===== src/hdl/fom_pkg.sv =====
package fom_pkg;
   // Command codes written on the command bus
   localparam logic [7:0] FOM_CMD_READ_ARRAY = 8'hFF;
   localparam logic [7:0] FOM_CMD_WORD_PGM_A = 8'h10;
   localparam logic [7:0] FOM_CMD_WORD_PGM_B = 8'h40;
   localparam logic [7:0] FOM_CMD_BUF_PGM = 8'hE8;
   localparam logic [7:0] FOM_CMD_ERASE = 8'h20;
   localparam logic [7:0] FOM_CMD_FACT_PGM = 8'h30;
   localparam logic [7:0] FOM_CMD_CONFIRM = 8'hD0;
   localparam logic [7:0] FOM_CMD_SUSPEND = 8'hB0;
   localparam logic [7:0] FOM_CMD_READ_STATUS = 8'h70;
   localparam logic [7:0] FOM_CMD_CLEAR_STATUS = 8'h50;
   localparam logic [7:0] FOM_CMD_READ_ID = 8'h90;
   localparam logic [7:0] FOM_CMD_READ_QUERY = 8'h98;
   localparam logic [7:0] FOM_CMD_LOCK_SETUP = 8'h60;
   localparam logic [7:0] FOM_CMD_OTP_SETUP = 8'hC0;
   localparam logic [7:0] FOM_CMD_LOCK_CONF = 8'h01;
   localparam logic [7:0] FOM_CMD_LOCKDN_CONF = 8'h2F;
   localparam logic [7:0] FOM_CMD_CFG_CONF = 8'h03;

   localparam int FOM_NUM_PART = 4;
   localparam int FOM_PART_W = 2;

   // Chip state class, one-hot, supplied by the write_sequencer
   typedef enum logic [4:0] {
      FOM_CLS_SETUP = 5'h01,
      FOM_CLS_LOCK_SETUP = 5'h02,
      FOM_CLS_OTP_BUSY = 5'h04,
      FOM_CLS_IDLE_BUSY = 5'h08,
      FOM_CLS_PE_BUSY = 5'h10
   } fom_cls_t;

   typedef enum logic [2:0] {
      FOM_SRC_ARRAY = 3'h1,
      FOM_SRC_STATUS = 3'h2,
      FOM_SRC_ID = 3'h4
   } fom_src_t;

   localparam fom_src_t FOM_SRC_RESET = FOM_SRC_ARRAY;

   typedef struct packed {
      logic valid;
      logic [FOM_PART_W-1:0] part;
      logic [7:0] code;
   } fom_cmd_t;

   typedef struct packed {
      logic wr;
      logic sel;
      fom_src_t src;
      logic clr_err;
      logic lock_done;
   } fom_dec_t;
endpackage


===== src/hdl/fom_decode.sv =====
`timescale 1ns/1ns
`default_nettype none
module fom_decode
   import fom_pkg::*;
(
   input wire fom_cls_t i_cls,
   input wire fom_cmd_t i_cmd,
   input wire logic i_op_done,
   output fom_dec_t o_dec
);
   always_comb begin
      o_dec = '0;
      o_dec.src = FOM_SRC_STATUS;
      if (i_cmd.valid) begin
         o_dec.wr = 1'b1;
         case (i_cls)
            FOM_CLS_SETUP: begin
               o_dec.sel = 1'b1;
            end
            FOM_CLS_LOCK_SETUP: begin
               // Confirms finish the lock or config operation and go ready
               o_dec.sel = 1'b1;
               if (i_cmd.code == FOM_CMD_LOCK_CONF || i_cmd.code == FOM_CMD_LOCKDN_CONF ||
                   i_cmd.code == FOM_CMD_CFG_CONF || i_cmd.code == FOM_CMD_CONFIRM) begin
                  o_dec.lock_done = 1'b1;
                  o_dec.src = FOM_SRC_ARRAY;
               end
            end
            FOM_CLS_OTP_BUSY: begin
               if (i_cmd.code == FOM_CMD_READ_ARRAY) begin
                  o_dec.sel = 1'b1;
                  o_dec.src = FOM_SRC_ARRAY;
               end else if (i_cmd.code == FOM_CMD_READ_ID || i_cmd.code == FOM_CMD_READ_QUERY) begin
                  o_dec.sel = 1'b1;
                  o_dec.src = FOM_SRC_ID;
               end else begin
                  o_dec.sel = 1'b1;
               end
            end
            FOM_CLS_IDLE_BUSY, FOM_CLS_PE_BUSY: begin
               case (i_cmd.code)
                  FOM_CMD_READ_ARRAY: begin
                     o_dec.sel = 1'b1;
                     o_dec.src = FOM_SRC_ARRAY;
                  end
                  FOM_CMD_READ_ID, FOM_CMD_READ_QUERY: begin
                     o_dec.sel = 1'b1;
                     o_dec.src = FOM_SRC_ID;
                  end
                  FOM_CMD_OTP_SETUP: begin
                     o_dec.sel = 1'b1;
                  end
                  FOM_CMD_LOCK_SETUP: begin
                     o_dec.sel = 1'b1;
                  end
                  FOM_CMD_READ_STATUS, FOM_CMD_WORD_PGM_A, FOM_CMD_WORD_PGM_B, FOM_CMD_BUF_PGM,
                  FOM_CMD_ERASE, FOM_CMD_FACT_PGM, FOM_CMD_CONFIRM, FOM_CMD_SUSPEND: begin
                     o_dec.sel = 1'b1;
                  end
                  FOM_CMD_CLEAR_STATUS: begin
                     o_dec.sel = 1'b1;
                     o_dec.clr_err = (i_cls == FOM_CLS_IDLE_BUSY);
                  end
                  FOM_CMD_LOCK_CONF, FOM_CMD_LOCKDN_CONF, FOM_CMD_CFG_CONF: begin
                     o_dec.sel = 1'b0;
                  end
                  default: begin
                     o_dec.sel = 1'b0;
                  end
               endcase
            end
            default: begin
               o_dec.sel = 1'b0;
            end
         endcase
      end
      // Completion while one-time-programmable busy keeps the source
      if (i_op_done && i_cls == FOM_CLS_OTP_BUSY && !i_cmd.valid) begin
         o_dec.sel = 1'b0;
      end
   end
endmodule
`default_nettype wire


===== src/hdl/fom_mux_next.sv =====
`timescale 1ns/1ns
`default_nettype none
// Notes on behaviour
// In any setup, buffer-load, buffer-confirm or factory-program verify state every write selects status.
// From ready, suspended or busy states the read-array command selects array data.
// From ready, suspended or busy states either identifier/query code selects identifier data.
// From ready, suspended or busy states the one-time-programmable setup code selects status.
// From ready, suspended or busy states the lock, lock-down and configuration confirms keep the source.
// From ready, suspended or busy states an undefined code keeps the source.
// From ready, suspended or busy states the lock/configuration setup code selects status.
// Operation completion during one-time-programmable busy keeps the source.
// Each partition holds its own source and the chip state never reads it.
// Clear-status clears error bits only while no program, erase or factory operation runs.
// Lock, unlock, lock-down and configuration confirms run and then return the chip to ready.
// From ready, suspended or busy states read-status selects the status register.
// In lock/configuration setup reads show status until the confirm completes.
module fom_mux_next
   import fom_pkg::*;
(
   input wire logic i_core_clk,
   input wire logic i_srst,
   input wire fom_cls_t i_cls,
   input wire fom_cmd_t i_cmd,
   input wire logic i_op_done,
   output var fom_src_t o_src [FOM_NUM_PART],
   output var fom_src_t o_src_cur,
   output logic o_clr_err,
   output logic o_lock_done
);
   typedef struct packed {
      fom_src_t [FOM_NUM_PART-1:0] src;
      fom_src_t cur;
      logic clr_err;
      logic lock_done;
   } fom_state_t;

   fom_state_t state_reg;
   fom_state_t state_next;
   fom_dec_t dec;

   fom_decode u_decode (
      .i_cls(i_cls),
      .i_cmd(i_cmd),
      .i_op_done(i_op_done),
      .o_dec(dec)
   );

   always_comb begin
      state_next = state_reg;
      state_next.clr_err = dec.clr_err;
      state_next.lock_done = dec.lock_done;
      state_next.cur = state_reg.src[i_cmd.part];
      if (dec.sel) begin
         // Only the addressed partition moves; next chip state ignores these
         state_next.src[i_cmd.part] = dec.src;
         state_next.cur = dec.src;
      end
   end

   always_ff @(posedge i_core_clk) begin
      if (i_srst) begin
         // Pattern keeps each element typed; a replicated vector would need a cast
         state_reg.src <= '{default: FOM_SRC_RESET};
         state_reg.cur <= FOM_SRC_RESET;
         state_reg.clr_err <= 1'b0;
         state_reg.lock_done <= 1'b0;
      end else begin
         state_reg <= state_next;
      end
   end

   genvar g;
   generate
      for (g = 0; g < FOM_NUM_PART; g++) begin : g_out
         assign o_src[g] = state_reg.src[g];
      end
   endgenerate
   assign o_src_cur = state_reg.cur;
   assign o_clr_err = state_reg.clr_err;
   assign o_lock_done = state_reg.lock_done;
endmodule
`default_nettype wire


===== config.mk =====
export PLATFORM = sky130hd
export DESIGN_NAME = fom_mux_next
export DESIGN_NICKNAME = d
export VERILOG_FILES = /design/src/hdl/fom_pkg.sv /design/src/hdl/fom_decode.sv /design/src/hdl/fom_mux_next.sv
export SDC_FILE = /design/constraint.sdc
export NUM_CORES = 1
export LEC_CHECK = 0
export ABC_CLOCK_PERIOD_IN_PS = 3480
export BUFFER_PORTS_ARGS = -buffer_cell sky130_fd_sc_hd__buf_4
export CORE_MARGIN = 2
export CORE_UTILIZATION = 39
export DETAILED_ROUTE_END_ITERATION = 6
export PLACE_DENSITY_LB_ADDON = 0.05
export SLEW_MARGIN = 20
export SYNTH_ARGS = -nofsm -noshare
export SYNTH_HDL_FRONTEND = slang
export SYNTH_SLANG_ARGS = --single-unit
export TNS_END_PERCENT = 50

===== constraint.sdc =====
create_clock -name i_core_clk -period 3.48 [get_ports i_core_clk]
set_input_delay 0.696 -clock i_core_clk [delete_from_list [all_inputs] [get_ports i_core_clk]]
set_output_delay 0.696 -clock i_core_clk [all_outputs]
set_load 0.005 [all_outputs]

## After elaboration in Yosys (flattened, before gate mapping)

Cells that the tools add are included.

| cells by class | value |
|---|---|
| order comparisons | 2 |
| eq/ne operators | 22 |
| mux-type cells | 19 |
| bitwise gates (word level) | 4 |
| reductions and logical operators | 14 |

Operators with widths:

| operator | count |
|---|---|
| == test 8 bit (second input constant) | 7 |
| == test 8 x 7 -> 1 bit (second input constant) | 4 |
| == test 8 x 6 -> 1 bit (second input constant) | 3 |
| 2-to-1 mux 3 bit | 5 |
| OR reduction 14 bit | 1 |
| bitwise mux 12 bit | 1 |
| case mux 3 bit (3 select lines) | 1 |
| == test 8 x 1 -> 1 bit (second input constant) | 1 |
| == test 8 x 2 -> 1 bit (second input constant) | 1 |
| == test 8 x 5 -> 1 bit (second input constant) | 1 |
| binary-select mux 3 bit (select 2 bit) | 1 |
| demux 3 bit (select 2 bit) | 1 |
| 2-to-1 mux 1 bit | 6 |
| 2-to-1 mux 6 bit | 1 |
| case mux 3 bit (2 select lines) | 1 |
| OR reduction 2 bit | 3 |
| == test 5 x 1 -> 1 bit (second input constant) | 1 |
| == test 5 x 2 -> 1 bit (second input constant) | 1 |
| == test 5 x 3 -> 1 bit (second input constant) | 1 |
| == test 5 x 4 -> 1 bit (second input constant) | 1 |
| == test 5 bit (second input constant) | 1 |
| logical OR 1 bit | 4 |
| NOT 1 bit | 4 |
| OR reduction 4 bit | 1 |
| other kinds (7) | 9 |

| word-level totals | value |
|---|---|
| register bits | 17 |
| output and inout bits | 17 |

## Logic depth before layout (Yosys ltp)

| logic depth | value |
|---|---|
| depth in word-level cells | 9 |
| mapped depth | 8 |
| gate-level depth less buffers | 6 |

## By module

From an unflattened synthesis, not the netlist that was laid out.

| unflattened totals | value |
|---|---|
| cell total of the unflattened synthesis | 119 |
| area total of the unflattened synthesis | 1067.3 µm² |

Modules (own cells, without submodules):

| module | instances | cells each | area an instance (µm²) |
|---|---|---|---|
| fom_mux_next | 1 | 62 | 700.7 |
| fom_decode | 1 | 57 | 366.6 |

## Worst setup path before layout

No wires, ideal clock.

| path | value |
|---|---|
| kind | input-to-reg |
| from | in i_cmd[2] in the netlist's numbering |
| to | reg state_reg (netlist bit o_src[6]) |
| library setup time | 0.141 ns |
| data arrival time | 2.125 ns |
| data required time | 3.339 ns |
| slack | 1.214 ns |
| stages on the path | 6 |
| path through | or3_4 > o311ai_1 > o211ai_2 > or3_1 > buf_2 > mux2i_1 |

| on the way | value |
|---|---|
| longest elaborated chain between the ends | 8 |
| elaborated cells on any way between the ends | 31 |
| classes of those cells | eq/ne (17); mux (9); reduce/logical (5) |

RTL lines:

| what | RTL line | RTL |
|---|---|---|
| from (decl) | fom_mux_next.sv:23 | `input wire fom_cmd_t i_cmd,` |
| branches (longest 6 deep; another with OR reduction 14 bit) | n/a |  |
| 2-to-1 mux 6 bit (*) | fom_decode.sv:14 | `if (i_cmd.valid) begin` |
| bitwise mux 12 bit | fom_mux_next.sv:55 | `state_next.src[i_cmd.part] = dec.src;` |
| to (signal assigned) | fom_mux_next.sv:68 | `state_reg <= state_next;` |
| to (decl) | fom_mux_next.sv:37 | `fom_state_t state_reg;` |

Mark *: on every way between the ends.
A chain may end at the register's enable or synchronous reset.

## Worst setup path after layout

| path | value |
|---|---|
| from | in i_cls[3] |
| to | reg state_reg (netlist bit o_src[0]) |

| on the way | value |
|---|---|
| longest elaborated chain between the ends | 5 |
| elaborated cells on any way between the ends | 14 |
| classes of those cells | eq/ne (5); mux (5); reduce/logical (4) |

RTL lines:

| what | RTL line | RTL |
|---|---|---|
| from (decl) | fom_mux_next.sv:22 | `input wire fom_cls_t i_cls,` |
| == test 5 bit, or another cell as far along | fom_decode.sv:16 | `case (i_cls)` |
| OR reduction 2 bit, on equally long branches | n/a |  |
| case mux 3 bit (3 select lines) or case mux 1 bit (3 select lines) (tied branches) | fom_decode.sv:16 |  |
| 2-to-1 mux 6 bit | fom_decode.sv:14 |  |
| bitwise mux 12 bit or 2-to-1 mux 1 bit (tied branches) | fom_mux_next.sv:55, fom_decode.sv:78 |  |

Several ways; a longest one is shown, not always the timed one.

==> impl_metrics.env <==
export IMPL_outcome="finished, final reports clean"
export IMPL_cp_max_fo=7
export IMPL_setup_viol=0
export IMPL_max_clock_path_buffers=2
export IMPL_final_antenna_net_count=0
export IMPL_synth_edf_count=0
export IMPL_syn_area_mm2=0.00102
export IMPL_synth_compound_area_share=0.114
export IMPL_initial_antenna_violation_count=0
export IMPL_max_vdd_ir_drop_mv=0.207
export IMPL_cts_resized=0
export IMPL_slew_limit_headroom=0.594
export IMPL_power_density_mw_per_mm2=276
export IMPL_synth_top_family_by_area="simple AND/OR/NAND/NOR gates"
export IMPL_grt_pass1_vias=890
export IMPL_cts_sink_count=17
export IMPL_clock_latency_ns=0.29
export IMPL_filler_cell_count=242
export IMPL_fmaxAchievable_mhz=421
export IMPL_dieArea_mm2=0.00305
export IMPL_layout_worst_path_cycle_share=0.683
export IMPL_hp_class="reg -> reg"
export IMPL_place_worst_setup_slack_ns=0.755
export IMPL_maxCapViolations=0
export IMPL_die_x_um=55.3
export IMPL_layout_common_cells="buf_4, dfxtp_1, mux2i_1"
export IMPL_globalRoute_totalOverflow=0
export IMPL_finalClockSkew_ns=0.00340
export IMPL_synthXorXnorAreaFrac=0.0171
export IMPL_layout_drive_gt1_share=0.291
export IMPL_gr_usage_all_layers=0.160
export IMPL_gpl_final_weighted_congestion=0.758
export IMPL_post_synth_and_or_nand_nor_area_fraction=0.287
export IMPL_multi_input_area_um2=626
export IMPL_largest_net_degree_at_the_start_of_global_routing=21
export IMPL_tightest_slew_ns=0.605
export IMPL_area_of_the_placeable_core_mm2=0.00248
export IMPL_synthesis_instances=115
export IMPL_ys_seq_area_frac=0.332
export IMPL_wirelength_mm=2.30
export IMPL_routedWlPerCell_um=12.9
export IMPL_cts_tree="yes"
export IMPL_synthArstFlopShare=0
export IMPL_ff_latch_area_um2=340
export IMPL_initialDrtViolationCount=17
export IMPL_cts_reportedPaths_clkPinSlew_ns=0.10
export IMPL_place_hpwl_mm=1.78
export IMPL_synth_warnings=0
export IMPL_post_route_cell_area_mm2=0.00132
export IMPL_cts_buffers_inserted=3
export IMPL_antennaDiodeCount=0
export IMPL_vias_per_cell=5.39
export IMPL_count_of_buffers_added_by_post_cts_timing_repair_for_setup=0
export IMPL_cp_data_arrival_time_ns=2.60
export IMPL_io_buffer_count=34
export IMPL_setup_tns_final_ns=0
export IMPL_floorplan_rows=18
export IMPL_placed_cell_area_mm2=0.00129
export IMPL_synth_area_mux_share=0.193
export IMPL_clk_root_buffer_cell="clkbuf_4"
export IMPL_mappedNetlistNets=134
export IMPL_timing_worst_setup_path_type="in -> reg"
export IMPL_syn2layout_area_growth_pct=28.3
export IMPL_initial_utilization=0.414
export IMPL_post_route_min_period_ns=2.38
export IMPL_final_max_slew_viol_count=0
export IMPL_yosys_register_bits=17
export IMPL_chipHeight_um=55.3
export IMPL_final_nets=168
export IMPL_ys_dominant_reg_cell="dfxtp_1"
export IMPL_synth_lib_cells_used_distinct=37
export IMPL_drc_violations_left=0
export IMPL_cts_htree_levels=1
export IMPL_leakage_nw=0.551
export IMPL_timing_critical_path_to_type="register"
export IMPL_grt_pass1_wl_mm=3.93
export IMPL_timing_critical_path_from_type="input pin"
export IMPL_route_vias_total=959
export IMPL_dr_pass1_iters=4
export IMPL_rsz0062_at_grt="no"
export IMPL_cp_data_required_time_ns=3.71
export IMPL_hold_viol=0
export IMPL_mostFrequentLayoutCell="buf_4"
export IMPL_post_synth_fa_ha_maj_area_fraction=0
export IMPL_floorplan_io_pins=36
export IMPL_cts_hold_buffers_added=0
export IMPL_postSynthAreaPerCell_um2=8.91
export IMPL_slack_of_the_critical_path_ns=1.10
cells in the mapped netlist (2+ instances only):
cell,n,area share
dfxtp_1,17,0.33
mux2i_1,13,0.13
nor2_1,11,0.040
inv_1,8,0.029
nand2b_1,8,0.049
nor3_1,8,0.039
nand2_1,4,0.015
a211oi_1,3,0.022
a21oi_1,3,0.015
mux4_2,3,0.066
nand3_1,3,0.015
buf_2,2,0.0098
clkbuf_1,2,0.0073
nand3b_1,2,0.015
nand4_1,2,0.012
nand4b_1,2,0.017
nor3b_1,2,0.015
o21ai_0,2,0.0098
xor2_1,2,0.017
metal layers:
layer	vias up	part of all wire	GRT usage	wire length, um
met4	0	0.012	0.0836	27
met2	22	0.50	0.262	1140
li1	488	-	-	-
met1	447	0.45	0.204	1040
met5	-	0	0	0
met3	2	0.041	0.0211	93
registers in the layout, indices dropped and copies added, names as in the netlist:
register and flops:
o_src 12, o_src_cur 3, o_clr_err 1, o_lock_done 1
worst max-delay path, cell delays in order:
cell      delay (ns)
buf_4           0.13
nor3_1          0.23
and2b_2         0.24
o31ai_1         0.27
o211ai_2        0.26
nor3_1          0.53
mux2i_1         0.24
worst paths after layout:
path | end | start | slack (ns) | cells past startpoint
worst max-delay path | o_src[0]$_SDFFE_PP1P_ | i_cls[3] | 1.10 | 7
worst min-delay path | o_src[10]$_SDFFE_PP0P_ | o_src[10]$_SDFFE_PP0P_ | 0.49 | 2
worst max register to register | o_src_cur[0]$_SDFF_PP1_ | o_src[0]$_SDFFE_PP1P_ | 2.39 | 3
worst min register to register | o_src[10]$_SDFFE_PP0P_ | o_src[10]$_SDFFE_PP0P_ | 0.49 | 2
where the power goes:
| part | switching (W) | total, W | internal, W |
|---|---|---|---|
| combinational | 0.0000311 | 0.0000591 | 0.0000281 |
| sequential | 0.000000524 | 0.000196 | 0.000195 |
| clock | 0.0000638 | 0.000108 | 0.0000446 |
metrics by stage:
stage	utilization	std cells	power (W)	hold WS, ns
6_report	0.531	178	0.000363	0.495
3_3_place_gp	0.520	174	0.000259	0.475
5_1_grt	0.531	178	0.000383	0.527
4_1_cts	0.531	178	0.000368	0.501
2_1_floorplan	-	115	0.000231	0.475
3_5_place_dp	0.520	174	0.000260	0.485
logic make-up after synthesis:
family | Yosys count
compound gates | 16
xor+xnor | 2
buf+inv | 13
flops | 17
mux | 16
simple gates | 51
layout make-up:
class | instances | share of cell area
multi-input cells | 85 | 0.476
repair buffers | 34 | 0.194
inverters | 8 | 0.0228
clock buffers | 4 | 0.0200
flip-flops and latches | 17 | 0.259
well taps | 30 | 0.0285
No activity file was read; power rests on OpenSTA's default activity.
